## config.mk

```make
export PLATFORM = sky130hd
export DESIGN_NAME = mifc_top
export DESIGN_NICKNAME = d
export VERILOG_FILES = /design/src/core/mifc_pkg.sv /design/src/core/mifc_top.sv
export SDC_FILE = /design/constraint.sdc
export NUM_CORES = 2
export LEC_CHECK = 0
export BUFFER_PORTS_ARGS = -buffer_cell sky130_fd_sc_hd__clkbuf_2
export CAP_MARGIN = 20
export CORE_MARGIN = 2
export CORE_UTILIZATION = 43
export DETAILED_ROUTE_END_ITERATION = 16
export PLACE_DENSITY_LB_ADDON = 0.25
export SLEW_MARGIN = 10
export SYNTH_ARGS = -nofsm -noshare
export SYNTH_HDL_FRONTEND = slang
export SYNTH_SLANG_ARGS = --single-unit
```

## constraint.sdc

```tcl
create_clock -name hclk -period 26.9 [get_ports hclk]
set_clock_uncertainty 0.05 [all_clocks]
set_input_delay 1.345 -clock hclk [delete_from_list [all_inputs] [get_ports hclk]]
set_output_delay 1.345 -clock hclk [all_outputs]
set_load 0.01 [all_outputs]
```

## src/core/mifc_pkg.sv

```systemverilog
// constants, types and register map of the motion input and feedhold block
// assumes one 200 MHz clock and an ahb-lite bus with one slave
// How it works
// - set-home edge loads preset, sets valid flag
// - input active only after full filter time
// - filter expiry gives one rising-edge event
// - override write needs per-input allow bit
// - override changes state once, inputs still win
// - input state updated once per trajectory tick
// - input rise captures positions and time within 1us
// - outputs follow software bit or chosen source
// - bridge flag follows bridge, clears on trip
// - no-trip flag low only during trip
// - error reset ored with button, soft faults only
// - no-fault flag drops on non-limit faults
// - hold ramps motion down and back up
// - held index keeps velocity and remaining distance
// - hold is level, jog only from program
// - rate disable runs index/home unscaled
// - rate percent scales speed, default 100
// - new rate percent applies at once
// - position error is command minus feedback
// - distance decimals zero to six set a read-back scale factor
// - free-running 32-bit microsecond timer for captures
package mifc_pkg;
    localparam int CLK_NS    = 5;
    localparam int USEC_NS   = 1000;
    localparam int USEC_CYC  = USEC_NS / CLK_NS;
    localparam int CAP_MAX_NS = 1000;
    localparam int CAP_MAX_CYC = CAP_MAX_NS / CLK_NS;
    localparam logic [9:0]  RATE_DEF  = 10'h064;
    localparam logic [8:0]  HOLD_FULL = 9'h100;
    localparam logic [63:0] RATE_RCP  = 64'h0000_0000_0002_8F5D;
    localparam logic [2:0]  DEC_MAX   = 3'h6;
    localparam logic [15:0] TRAJ_DEF  = 16'h00C8;
    localparam logic [7:0] OFS_CTRL  = 8'h00;
    localparam logic [7:0] OFS_HOME  = 8'h04;
    localparam logic [7:0] OFS_RATE  = 8'h08;
    localparam logic [7:0] OFS_HOLDT = 8'h0C;
    localparam logic [7:0] OFS_TRAJ  = 8'h10;
    localparam logic [7:0] OFS_DEC   = 8'h14;
    localparam logic [7:0] OFS_SCALE = 8'h18;
    localparam logic [7:0] OFS_DIST  = 8'h1C;
    localparam logic [7:0] OFS_VEL   = 8'h20;
    localparam logic [7:0] OFS_ALLOW = 8'h24;
    localparam logic [7:0] OFS_OVR   = 8'h28;
    localparam logic [7:0] OFS_OSW   = 8'h2C;
    localparam logic [7:0] OFS_OASN  = 8'h30;
    localparam logic [7:0] OFS_OSEL  = 8'h34;
    localparam logic [7:0] OFS_EDGE  = 8'h38;
    localparam logic [7:0] OFS_FILT  = 8'h40;
    localparam logic [7:0] OFS_STAT  = 8'h80;
    localparam logic [7:0] OFS_CPOS  = 8'h84;
    localparam logic [7:0] OFS_PERR  = 8'h88;
    localparam logic [7:0] OFS_TIME  = 8'h8C;
    localparam logic [7:0] OFS_KPOS  = 8'h90;
    localparam logic [7:0] OFS_KMST  = 8'h94;
    localparam logic [7:0] OFS_KTIM  = 8'h98;
    localparam logic [7:0] OFS_KSRC  = 8'h9C;
    localparam logic [7:0] OFS_REM   = 8'hA0;
    localparam int C_HOME = 0, C_ERST = 1, C_RDIS = 2, C_START = 3;
    localparam int C_STOP = 4, C_KIND = 5, C_PROG = 7;
    localparam logic [1:0] K_INDEX = 2'h0, K_HOME = 2'h1;
    localparam logic [1:0] K_JOG = 2'h2, K_PROG = 2'h3;
    typedef enum logic [1:0] {MV_IDLE = 2'b00, MV_RUN = 2'b01, MV_HOLD = 2'b11} mifc_mv_e;
    typedef struct packed {
        logic hold; logic button; logic fatal; logic fault;
        logic enable; logic trip; logic bridge;
    } mifc_drv_s;
    typedef struct packed {
        logic abs_pos_valid; logic no_fault_flag; logic enabled_flag;
        logic no_trip_flag; logic bridge_on_flag;
    } mifc_flags_s;
endpackage

```

## src/core/mifc_top.sv

```systemverilog
// motion input, feedhold and drive status logic behind an ahb-lite slave
// assumes pins are asynchronous, positions come from logic on hclk
`timescale 1ns/1ps
module mifc_top import mifc_pkg::*; #(
    parameter int N_IN  = 4,
    parameter int N_OUT = 4,
    parameter int FT_W  = 16
) (
    input  wire logic              hclk,
    input  wire logic              hresetn,
    input  wire logic              clk_en,
    input  wire logic              hsel,
    input  wire logic [31:0]       haddr,
    input  wire logic [1:0]        htrans,
    input  wire logic              hwrite,
    input  wire logic [2:0]        hsize,
    input  wire logic [31:0]       hwdata,
    input  wire logic              hready,
    output logic      [31:0]       hrdata,
    output logic                   hreadyout,
    output logic                   hresp,
    input  wire logic [N_IN-1:0]   in_pin,
    input  wire mifc_drv_s         drv_pin,
    input  wire logic [31:0]       fb_pos,
    input  wire logic [31:0]       master_pos,
    output logic      [N_OUT-1:0]  output_state,
    output mifc_flags_s            flags,
    output logic                   drive_reset_req,
    output logic      [31:0]       position_error,
    output logic      [31:0]       cmd_pos
);
    localparam int SRC_W = N_IN + 5;

    if (N_IN < 1 || N_IN > 8 || N_OUT < 1 || N_OUT > 8 || FT_W < 1 || FT_W > 32) begin : g_chk
        $error("mifc_top: N_IN/N_OUT must be 1..8, FT_W 1..32");
    end

    // bus slave: reads are prepared in the address phase, so no wait states
    logic        wr_q, hrdy_q;
    logic [7:0]  wa_q;
    logic [31:0] hrdata_q, rd_data;
    wire         addr_ok = hsel & hready & htrans[1];
    wire  [31:0] wd = hwdata;
    always_ff @(posedge hclk or negedge hresetn) begin
        if (!hresetn) begin
            wr_q     <= 1'b0;
            wa_q     <= 8'h00;
            hrdata_q <= 32'h0000_0000;
            hrdy_q   <= 1'b1;
        end else if (clk_en) begin
            wr_q   <= addr_ok & hwrite;
            wa_q   <= haddr[7:0];
            hrdy_q <= 1'b1;
            if (addr_ok & ~hwrite)
                hrdata_q <= rd_data;
        end
    end
    assign hrdata    = hrdata_q;
    assign hreadyout = hrdy_q;
    assign hresp     = 1'b0;

    wire we      = wr_q & clk_en;
    wire w_ctrl  = we && wa_q == OFS_CTRL;
    wire w_ovr   = we && wa_q == OFS_OVR;
    wire w_edge  = we && wa_q == OFS_EDGE;
    wire w_start = w_ctrl & wd[C_START];

    // software registers
    logic [31:0] home_q, hold_t_q, dist_q, vel_q, osel_q;
    logic [9:0]  rate_q;
    logic [15:0] traj_q;
    logic [2:0]  dec_q;
    logic [N_IN-1:0]  allow_q;
    logic [N_OUT-1:0] osw_q, oasn_q;
    logic        rdis_q, home_bit_q;
    always_ff @(posedge hclk or negedge hresetn) begin
        if (!hresetn) begin
            home_q <= '0; hold_t_q <= '0; dist_q <= '0; vel_q <= '0;
            osel_q <= '0; rate_q <= RATE_DEF; traj_q <= TRAJ_DEF;
            dec_q <= 3'h0; allow_q <= '0; osw_q <= '0; oasn_q <= '0;
            rdis_q <= 1'b0; home_bit_q <= 1'b0;
        end else if (we) begin
            case (wa_q)
                OFS_CTRL: begin
                    home_bit_q <= wd[C_HOME];
                    rdis_q     <= wd[C_RDIS];
                end
                OFS_HOME:  home_q   <= wd;
                OFS_RATE:  rate_q   <= wd[9:0];
                OFS_HOLDT: hold_t_q <= wd;
                OFS_TRAJ:  if (wd[15:0] != 16'h0000) traj_q <= wd[15:0];
                OFS_DEC:   if (wd[2:0] <= DEC_MAX && wd[31:3] == '0) dec_q <= wd[2:0];
                OFS_DIST:  dist_q   <= wd;
                OFS_VEL:   vel_q    <= wd;
                OFS_ALLOW: allow_q  <= wd[N_IN-1:0];
                OFS_OSW:   osw_q    <= wd[N_OUT-1:0];
                OFS_OASN:  oasn_q   <= wd[N_OUT-1:0];
                OFS_OSEL:  osel_q   <= wd;
                default: ;
            endcase
        end
    end
    wire home_edge = w_ctrl & wd[C_HOME] & ~home_bit_q;

    // power of ten for the chosen decimal places; only read back, no distance quantity is scaled by it
    logic [31:0] scale;
    always_comb begin
        case (dec_q)
            3'h0: scale = 32'h0000_0001;
            3'h1: scale = 32'h0000_000A;
            3'h2: scale = 32'h0000_0064;
            3'h3: scale = 32'h0000_03E8;
            3'h4: scale = 32'h0000_2710;
            3'h5: scale = 32'h0001_86A0;
            default: scale = 32'h000F_4240;
        endcase
    end

    // timebases: microsecond timer cannot be cleared by software
    logic [7:0]  pre_q;
    logic [31:0] usec_q;
    logic [15:0] tcnt_q;
    wire us_tick   = pre_q == 8'(USEC_CYC - 1);
    wire traj_tick = (tcnt_q + 16'h0001) >= traj_q;
    always_ff @(posedge hclk or negedge hresetn) begin
        if (!hresetn) begin
            pre_q  <= 8'h00;
            usec_q <= 32'h0000_0000;
            tcnt_q <= 16'h0000;
        end else if (clk_en) begin
            pre_q  <= us_tick ? 8'h00 : pre_q + 8'h01;
            usec_q <= usec_q + {31'h0, us_tick};
            tcnt_q <= traj_tick ? 16'h0000 : tcnt_q + 16'h0001;
        end
    end

    // drive pins: three flops, a bit is taken once flops two and three agree
    mifc_drv_s d1_q, d2_q, d3_q, drv_q;
    always_ff @(posedge hclk or negedge hresetn) begin
        if (!hresetn) begin
            d1_q <= '0; d2_q <= '0; d3_q <= '0; drv_q <= '0;
        end else if (clk_en) begin
            d1_q  <= drv_pin;
            d2_q  <= d1_q;
            d3_q  <= d2_q;
            drv_q <= (d3_q & ~(d2_q ^ d3_q)) | (drv_q & (d2_q ^ d3_q));
        end
    end

    // digital inputs: synchroniser, debounce, state, override and capture
    logic [N_IN-1:0] raw_q, deb_q, seen_q, rise_q, st_q, edge_q, cap_evt;
    logic [FT_W-1:0] ft_q [N_IN];
    for (genvar i = 0; i < N_IN; i++) begin : g_in
        logic s1_q, s2_q, s3_q;
        logic [FT_W-1:0] cnt_q;
        wire agree = s2_q == s3_q;
        wire done  = cnt_q >= ft_q[i];
        assign cap_evt[i] = agree & s3_q & ~raw_q[i];
        always_ff @(posedge hclk or negedge hresetn) begin
            if (!hresetn) begin
                s1_q <= 1'b0; s2_q <= 1'b0; s3_q <= 1'b0;
                raw_q[i] <= 1'b0; deb_q[i] <= 1'b0; rise_q[i] <= 1'b0;
                cnt_q <= '0; ft_q[i] <= '0; seen_q[i] <= 1'b0;
                st_q[i] <= 1'b0; edge_q[i] <= 1'b0;
            end else if (clk_en) begin
                s1_q <= in_pin[i];
                s2_q <= s1_q;
                s3_q <= s2_q;
                if (agree)
                    raw_q[i] <= s3_q;
                if (we && wa_q == OFS_FILT + 8'(4 * i))
                    ft_q[i] <= wd[FT_W-1:0];
                rise_q[i] <= raw_q[i] & ~deb_q[i] & done;
                if (!raw_q[i]) begin
                    cnt_q    <= '0;
                    deb_q[i] <= 1'b0;
                end else if (!deb_q[i]) begin
                    if (done)
                        deb_q[i] <= 1'b1;
                    else if (us_tick)
                        cnt_q <= cnt_q + 1'b1;
                end
                // override applies once; a later real change still gets through
                if (w_ovr && allow_q[i])
                    st_q[i] <= wd[i];
                else if (traj_tick && deb_q[i] != seen_q[i])
                    st_q[i] <= deb_q[i];
                if (traj_tick)
                    seen_q[i] <= deb_q[i];
                edge_q[i] <= rise_q[i] | (edge_q[i] & ~(w_edge & wd[i]));
            end
        end

    end

    // capture from the synchroniser edge: three cycles, well under the bound
    logic [31:0] kpos_q, kmst_q, ktim_q;
    logic [3:0]  ksrc_q, src_n;
    logic        kval_q;
    always_comb begin
        src_n = 4'h0;
        for (int k = N_IN - 1; k >= 0; k--)
            if (cap_evt[k])
                src_n = 4'(k);
    end
    always_ff @(posedge hclk or negedge hresetn) begin
        if (!hresetn) begin
            kpos_q <= '0; kmst_q <= '0; ktim_q <= '0;
            ksrc_q <= 4'h0; kval_q <= 1'b0;
        end else if (clk_en && |cap_evt) begin
            kpos_q <= fb_pos;
            kmst_q <= master_pos;
            ktim_q <= usec_q;
            ksrc_q <= src_n;
            kval_q <= 1'b1;
        end
    end

    // drive status and error reset
    logic fault_lat_q, fatal_lat_q, rst_q;
    mifc_flags_s flags_q;
    wire rst_req   = (w_ctrl & wd[C_ERST]) | drv_q.button;
    wire fault_lat = drv_q.fault | (fault_lat_q & ~rst_req);
    wire fatal_lat = drv_q.fatal | fatal_lat_q;
    always_ff @(posedge hclk or negedge hresetn) begin
        if (!hresetn) begin
            fault_lat_q <= 1'b0; fatal_lat_q <= 1'b0; rst_q <= 1'b0;
            flags_q <= '0;
        end else if (clk_en) begin
            fault_lat_q <= fault_lat;
            fatal_lat_q <= fatal_lat;
            rst_q       <= rst_req;
            flags_q.bridge_on_flag <= drv_q.bridge & ~drv_q.trip;
            flags_q.no_trip_flag   <= ~drv_q.trip;
            flags_q.enabled_flag   <= drv_q.enable;
            flags_q.no_fault_flag  <= ~(fault_lat | fatal_lat);
            if (home_edge)
                flags_q.abs_pos_valid <= 1'b1;
        end
    end
    assign flags           = flags_q;
    assign drive_reset_req = rst_q;

    // digital outputs
    logic [N_OUT-1:0] out_q;
    wire  [SRC_W-1:0] src = {flags_q, st_q};
    for (genvar j = 0; j < N_OUT; j++) begin : g_out
        wire [3:0] sel = osel_q[4*j +: 4];
        wire       pick = (32'(sel) < SRC_W) ? src[sel] : 1'b0;
        always_ff @(posedge hclk or negedge hresetn) begin
            if (!hresetn)
                out_q[j] <= 1'b0;
            else if (clk_en)
                out_q[j] <= oasn_q[j] ? pick : osw_q[j];
        end
    end
    assign output_state = out_q;

    // feedhold ramp: 256 steps spread over the hold time in microseconds, step period counted in clock cycles so short times stay accurate
    mifc_mv_e    mv_q;
    logic [1:0]  kind_q;
    logic        prog_q;
    logic [8:0]  lvl_q;
    logic [39:0] hcnt_q;
    wire [39:0] hper  = ({8'h00, hold_t_q} * 40'(USEC_CYC)) >> 8;
    wire        jump  = hold_t_q == 32'h0;
    wire        hstep = jump | ((hcnt_q + 40'h1) >= hper);
    wire        hold_apply = drv_q.hold && mv_q != MV_IDLE && (kind_q != K_JOG || prog_q);
    always_ff @(posedge hclk or negedge hresetn) begin
        if (!hresetn) begin
            lvl_q  <= HOLD_FULL;
            hcnt_q <= 40'h0;
        end else if (clk_en) begin
            hcnt_q <= hstep ? 40'h0 : hcnt_q + 40'h1;
            if (hold_apply) begin
                if (lvl_q != 9'h0 && hstep)
                    lvl_q <= jump ? 9'h0 : lvl_q - 9'h1;
            end else if (lvl_q != HOLD_FULL && hstep)
                lvl_q <= jump ? HOLD_FULL : lvl_q + 9'h1;
        end
    end

    // rate scaling: step = vel * pct * level / 25600, via a reciprocal rounded up so 100% is exact
    wire        scaled = !(rdis_q && (kind_q == K_INDEX || kind_q == K_HOME));
    wire [9:0]  pct    = scaled ? rate_q : RATE_DEF;
    wire [63:0] prod   = 64'(vel_q[23:0]) * 64'(pct) * 64'(lvl_q) * RATE_RCP;
    wire [31:0] step   = prod[63:32];
    logic [31:0] rem_q, cpos_q, perr_q;
    wire        jog    = kind_q == K_JOG;
    wire [31:0] use_st = (jog || step < rem_q) ? step : rem_q;

    // motion: index/home/program consume distance, jog runs until stopped
    always_ff @(posedge hclk or negedge hresetn) begin
        if (!hresetn) begin
            mv_q <= MV_IDLE; kind_q <= K_INDEX; prog_q <= 1'b0;
            rem_q <= '0; cpos_q <= '0; perr_q <= '0;
        end else if (clk_en) begin
            perr_q <= cpos_q - fb_pos;
            if (w_start) begin
                mv_q   <= MV_RUN;
                kind_q <= wd[C_KIND +: 2];
                prog_q <= wd[C_PROG];
                rem_q  <= dist_q;
            end else if (w_ctrl && wd[C_STOP]) begin
                mv_q <= MV_IDLE;
            end else if (mv_q != MV_IDLE && traj_tick) begin
                if (!jog)
                    rem_q <= rem_q - use_st;
                if (!jog && use_st == rem_q)
                    mv_q <= MV_IDLE;
                else if (hold_apply && lvl_q == 9'h0)
                    mv_q <= MV_HOLD;
                else
                    mv_q <= MV_RUN;
            end
            if (home_edge)
                cpos_q <= home_q;
            else if (mv_q != MV_IDLE && traj_tick && !w_start && !(w_ctrl && wd[C_STOP]))
                cpos_q <= vel_q[31] ? cpos_q - use_st : cpos_q + use_st;
        end
    end
    assign cmd_pos        = cpos_q;
    assign position_error = perr_q;

    // read multiplexer
    always_comb begin
        rd_data = 32'h0000_0000;
        case (haddr[7:0])
            OFS_CTRL:  rd_data = {29'h0, rdis_q, 1'b0, home_bit_q};
            OFS_HOME:  rd_data = home_q;
            OFS_RATE:  rd_data = {22'h0, rate_q};
            OFS_HOLDT: rd_data = hold_t_q;
            OFS_TRAJ:  rd_data = {16'h0, traj_q};
            OFS_DEC:   rd_data = {29'h0, dec_q};
            OFS_SCALE: rd_data = scale;
            OFS_DIST:  rd_data = dist_q;
            OFS_VEL:   rd_data = vel_q;
            OFS_ALLOW: rd_data = 32'(allow_q);
            OFS_OVR:   rd_data = 32'(st_q);
            OFS_OSW:   rd_data = 32'(osw_q);
            OFS_OASN:  rd_data = 32'(oasn_q);
            OFS_OSEL:  rd_data = osel_q;
            OFS_EDGE:  rd_data = 32'(edge_q);
            OFS_STAT:  rd_data = {16'h0, mv_q, kval_q, flags_q, 8'(st_q)};
            OFS_CPOS:  rd_data = cpos_q;
            OFS_PERR:  rd_data = perr_q;
            OFS_TIME:  rd_data = usec_q;
            OFS_KPOS:  rd_data = kpos_q;
            OFS_KMST:  rd_data = kmst_q;
            OFS_KTIM:  rd_data = ktim_q;
            OFS_KSRC:  rd_data = {28'h0, ksrc_q};
            OFS_REM:   rd_data = rem_q;
            default: begin
                for (int f = 0; f < N_IN; f++)
                    if (haddr[7:0] == OFS_FILT + 8'(4 * f))
                        rd_data = 32'(ft_q[f]);
            end
        endcase
    end
endmodule

```

After elaboration in Yosys (flattened, before gate mapping)
Index checks and enable logic that the tools add are counted.
Storage, ports and cells
  register bits after elaboration: 755
  logic and storage cells: 467
  input bits: 150
Cells by class
  magnitude comparators: 16
  $add $sub $neg: 14
  bitwise logic cells: 66
  muxes and demuxes: 84
  reduce and logical (&&, ||, !) cells: 89
  multipliers: 4
  equal/unequal tests: 78
Operators with widths (number)
  32-bit one-hot mux with 24 select lines: 1
  32-bit two-way mux: 11
  16-bit two-way mux: 18
  20-bit one-hot mux with 6 select lines: 1
  8-bit by 6-bit equality test with 1-bit output, second input constant: 14
  32-bit subtractor: 3
  16-bit by 1-bit adder with 16-bit output, second input constant: 5
  8-bit equality test, second input constant: 10
  16-bit >= comparator: 5
  8-bit by 7-bit equality test with 1-bit output, second input constant: 8
  43-bit by 18-bit multiplier with 61-bit output, second input constant: 1
  8-bit by 5-bit equality test with 1-bit output, second input constant: 7
  2-bit AND reduction: 28
  9-bit two-way mux: 5
  34-bit by 9-bit multiplier with 43-bit output: 1
  40-bit by 1-bit adder with 40-bit output, second input constant: 1
  40-bit by 32-bit >= comparator with 1-bit output: 1
  40-bit two-way mux: 1
  32-bit by 5-bit multiplier with 37-bit output, second input constant: 1
  1-bit bitwise AND: 35
  24-bit by 10-bit multiplier with 34-bit output: 1
  32-bit by 1-bit adder with 32-bit output: 1
  32-bit adder: 1
  32-bit equality test: 1
  47 further kinds: 190

Longest topological paths before layout
  depth after elaboration: 16
  mapped depth: 107
  mapped depth without buffers: 100

Worst setup path before layout
Ideal clock, no wire load.
  path kind: register -> register
  start point: register kind_q[1]
  end point: register cpos_q[28] (netlist: cmd_pos[28])
  data arrival time: 22447 ps
  stages on the path, launching flop included: 105
  clock period less this slack: 22621 ps
  setup slack: 4279 ps
  buffers on the path: 7
  cells stage by stage: dfrtp_1 > nand2b_4 > clkbuf_1 > clkbuf_1 > and2_0 > clkbuf_1 > nand2_1 > fa_1 > fa_1 > inv_1 > ha_1 > inv_1 > fa_1 > inv_1 > fa_1 > ha_1 > a21boi_1 > o21ai_0 > [69 not listed] > and2_1 > a21oi_1 > xor2_1 > ha_1 > and3_1 > a221o_1 > a21oi_1 > nand2_1 > a21oi_1 > nor3_1 > a2111oi_0 > nor3_1 > a41o_1 > o21ai_0 > o22ai_1 > mux2i_1 > nor2_1 > a21oi_1
Between the ends
  word-level cells in the longest chain between the ends: 14
  elaborated cells on any way between the ends: 17
  classes of those cells: add/sub: 2; mul: 3; order compare: 1; eq/ne: 2; mux: 5; reduce/logical: 4
RTL lines
  start, declared: line mifc_top.sv:261  | logic [1:0] kind_q;
  start signal, assigned: line mifc_top.sv:301  | kind_q <= wd[C_KIND +: 2];
  2-bit by 1-bit equality test with 1-bit output or 2-bit logical NOT (tied branches): line mifc_top.sv:284  | wire scaled = !(rdis_q && (kind_q == K_INDEX || kind_q == K_HOME));
  1-bit logical OR: line mifc_top.sv:284
  1-bit logical AND: line mifc_top.sv:284
  10-bit two-way mux: line mifc_top.sv:285  | wire [9:0] pct = scaled ? rate_q : RATE_DEF;
  24-bit by 10-bit multiplier with 34-bit output: line mifc_top.sv:286  | wire [63:0] prod = 64'(vel_q[23:0]) * 64'(pct) * 64'(lvl_q) * RATE_RCP;
  34-bit by 9-bit multiplier with 43-bit output: line mifc_top.sv:286
  43-bit by 18-bit multiplier with 61-bit output: line mifc_top.sv:286
  29-bit by 32-bit < comparator with 1-bit output: line mifc_top.sv:290  | wire [31:0] use_st = (jog || step < rem_q) ? step : rem_q;
  1-bit logical OR: line mifc_top.sv:290
  32-bit two-way mux (*): line mifc_top.sv:290
  32-bit adder or 32-bit subtractor (tied branches): line mifc_top.sv:319  | cpos_q <= vel_q[31] ? cpos_q - use_st : cpos_q + use_st;
  32-bit two-way mux (*): line mifc_top.sv:319
  32-bit two-way mux (*): line mifc_top.sv:318  | else if (mv_q != MV_IDLE && traj_tick && !w_start && !(w_ctrl && wd[C_STOP]))
  32-bit two-way mux (*): line mifc_top.sv:316  | if (home_edge)
  end signal, assigned: line mifc_top.sv:317  | cpos_q <= home_q;
  end signal, assigned: line mifc_top.sv:319
  end, declared: line mifc_top.sv:288  | logic [31:0] rem_q, cpos_q, perr_q;
Mark *: on every way between the ends. The rest lies on a longest branch, timed or not. The select of a mux whose other input is x is not followed.
A chain may end at the register's enable or synchronous reset.

Worst setup path after layout
  start point: register rdis_q
  end point: register cpos_q[28] (netlist: cmd_pos[28])
Between the ends
  word-level cells in the longest chain between the ends: 12
  elaborated cells on any way between the ends: 13
  classes of those cells: add/sub: 2; mul: 3; order compare: 1; mux: 5; reduce/logical: 2
RTL lines
  start, declared: line mifc_top.sv:75  | logic rdis_q, home_bit_q;
  start signal, assigned: line mifc_top.sv:86  | rdis_q <= wd[C_RDIS];
  1-bit logical AND (*): line mifc_top.sv:284
  10-bit two-way mux (*): line mifc_top.sv:285
  24-bit by 10-bit multiplier with 34-bit output (*): line mifc_top.sv:286
  34-bit by 9-bit multiplier with 43-bit output (*): line mifc_top.sv:286
  43-bit by 18-bit multiplier with 61-bit output (*): line mifc_top.sv:286
  29-bit by 32-bit < comparator with 1-bit output: line mifc_top.sv:290
  1-bit logical OR: line mifc_top.sv:290
  32-bit two-way mux (*): line mifc_top.sv:290
  32-bit adder or 32-bit subtractor (tied branches): line mifc_top.sv:319
  32-bit two-way mux (*): line mifc_top.sv:319
  32-bit two-way mux (*): line mifc_top.sv:318
  32-bit two-way mux (*): line mifc_top.sv:316
Marked as above.

==> impl_metrics.tcl <==
set metrics [dict create \
    outcome "finished, final reports clean" \
    fp.dieW_um 430.5 \
    critPathMaxStageDelay_ns 0.68 \
    cts_buffer_depth 3 \
    power_density_nw_per_um2 48.27 \
    fillers 17256 \
    syn_avg_cell_area_um2 9.425 \
    layout_setup_ws_ns 1.610 \
    final_cell_mix "inv_1, fa_1, ha_1" \
    grt_pass1_wl_mm 388.1 \
    coreArea_um2 180700 \
    dpl_worst_slack_ns 1.676 \
    drt_wl_total_mm 252.4 \
    wl_per_cell_um 23.32 \
    drtPass1Iterations 6 \
    numPortBuffers 227 \
    finalHoldViolations 0 \
    worstSetupPathType "flop to flop" \
    syn_nets 9996 \
    die_y_um 430.5 \
    p_leak_nw 42.80 \
    placed_cell_area_um2 81920 \
    dieArea_um2 185300 \
    hold_path.class "flop to flop" \
    grt_max_degree 94 \
    fin_nets 10076 \
    cts_made_buffers 82 \
    first_global_vias 62894 \
    yosysSeqAreaShare 0.2410 \
    worst-path-max-fanout 40 \
    crit_slowest_cell "a21boi_1" \
    met1_usage 0.3604 \
    reg_top3 "ft_q (64), g_in.cnt_q (64), hcnt_q (40)" \
    vias_per_cell 5.684 \
    h-tree-depth 3 \
    gp_congestion 0.9841 \
    arrival_ns 25.86 \
    drv_cap 0 \
    finalSetupViolCount 0 \
    insertion_delay_ns 0.72 \
    start_kind "flop" \
    hold_buffers 0 \
    synthTopCellsByArea "dfrtp_1, fa_1, ha_1" \
    ios 258 \
    drive_gt1_frac 0.1133 \
    grtUsageMet3 0.04066 \
    final_common_cell "inv_1" \
    worstPathRequired_ns 27.47 \
    ant_nets 0 \
    antenna_found_initial 20 \
    ys.flop_type "dfrtp_1" \
    synth_edf_count 0 \
    synthCells 8298 \
    start_util 0.4327 \
    cts_sinks 753 \
    overflow 0 \
    area_delta_synth_final_pct 8.384 \
    fin_area_um2 84770 \
    fmax_ghz 0.03954 \
    async_flop_share 1.000 \
    peakVddDrop_v 0.00005511 \
    clk_pin_slew_ns 0.06 \
    grtUsageMet2 0.4426 \
    gr-max-usage-layer "met2" \
    synth_cell_types 114 \
    layout_min_cycle_time_ns 25.29 \
    dp_hpwl_mm 198.0 \
    ys.warnings.count 0 \
    drc_errors 0 \
    synth.top_cell.area_share 0.2387 \
    syn_area_um2 78210 \
    tightest_slew_ns 1.137 \
    grtUsageTotal 0.2737 \
    post-route-period-util 0.9401 \
    grt_setup_unrepaired "false" \
    cp-end-kind "flop" \
    ys_ff_latch 753 \
    cts_tree "done" \
    crit_top_cell "fa_1" \
    setup_tns_ns 0 \
    rows 156 \
    vias 61520 \
    relSlewSlack 0.2363 \
    maxSlewViolCount 0 \
    drtIter0Drc 5083 \
    cts_root_buf "clkbuf_16" \
    synth_top_area_cell "dfrtp_1" \
]
synthesized netlist by cell type, types with 16 or more instances:
cell,number
inv_1,1388
fa_1,778
ha_1,770
dfrtp_1,746
nand2_1,700
mux2_2,391
o21ai_0,348
nor2_1,345
a21oi_1,293
clkbuf_1,276
xnor2_1,223
and3_1,199
nand3_1,189
and2_1,185
a21o_1,174
xor2_1,118
a22oi_1,103
nor3_1,89
a221oi_1,85
nand4_1,78
a22o_1,75
nand2b_1,63
nor2b_1,63
a31oi_1,44
buf_1,41
or3_1,39
a211oi_1,31
nor4_1,28
o21a_1,28
o31ai_1,27
o211ai_1,22
nand3b_1,21
a21boi_0,16
final cells by class:
cell class	count	area [um^2]	area share
Tap cell	2370	2965	0.03498
Sequential cell	753	18850	0.2224
Multi-Input combinational cell	5821	52990	0.6251
Inverter	1390	5220	0.06158
Timing Repair Buffer	330	1929	0.02276
Clock inverter	34	400.4	0.004723
Antenna cell	10	25.02	0.0002952
Clock buffer	116	2391	0.02821
per-layer routing:
layer  up-vias  wire length (um)
li1      27872                 -
met5         -                53
met2      2191            116800
met1     30961            104200
met4        10             13700
met3       486             17670
power breakdown:
group / leakage (nW) / switching [mW] / internal [mW] / total [mW]
combinational: 31.6 / 0.815 / 0.527 / 1.34
sequential: 9.84 / 0.263 / 1.30 / 1.56
clock: 1.37 / 0.521 / 0.667 / 1.19
total: 42.8 / 1.60 / 2.49 / 4.09
worst max-delay path: cells and delay by family (launching register included):
| family | cells | cell delay [ns] |
|---|---|---|
| fa+ha+maj | 21 | 9.08 |
| compound gates | 38 | 10.68 |
| simple gates | 18 | 2.92 |
| xor+xnor | 3 | 0.76 |
| buf+inv | 10 | 1.06 |
| flops | 1 | 0.45 |
| mux | 1 | 0.17 |
path summary, 6_finish.rpt:
kind | startpoint | cells after the start | slack, ns | end
max in group asynchronous | hresetn | 4 | 22.98 | g_in[3].cnt_q[14]
min reg2reg | fatal_lat_q | 1 | 0.42 | fatal_lat_q
min in group asynchronous | hresetn | 1 | 0.58 | cmd_pos[28]
max | rdis_q | 91 | 1.61 | cmd_pos[28]
min | fatal_lat_q | 1 | 0.42 | fatal_lat_q
max reg2reg | rdis_q | 91 | 1.61 | cmd_pos[28]
metrics by stage:
stage	std cells	power, mW	utilization	hold slack [ns]
after floorplan	8298	2.351	-	0.3745
after global placement	10662	2.850	0.4532	0.3856
after detailed placement	10663	2.878	0.4532	0.4069
after CTS	10813	4.073	0.4687	0.4204
after global routing	10820	4.290	0.4690	0.4327
final	10824	4.092	0.4690	0.4201
kinds of logic after synthesis:
| group | count (synthesis) | share of synthesized area |
|---|---|---|
| mux | 408 | 0.05927 |
| xor+xnor | 343 | 0.03860 |
| buf+inv | 1724 | 0.08357 |
| simple gates | 2066 | 0.1298 |
| fa+ha+maj | 1550 | 0.3226 |
| flops | 753 | 0.2410 |
| other cells | 2 | 0.00009602 |
| compound gates | 1452 | 0.1250 |
timing repair:
action	CTS	global route
endpoints found under the setup margin	0	3
buffers inserted	0	0
hold endpoints to repair	0	0
resized for setup	0	4
(Power assumes the default switching activity.)
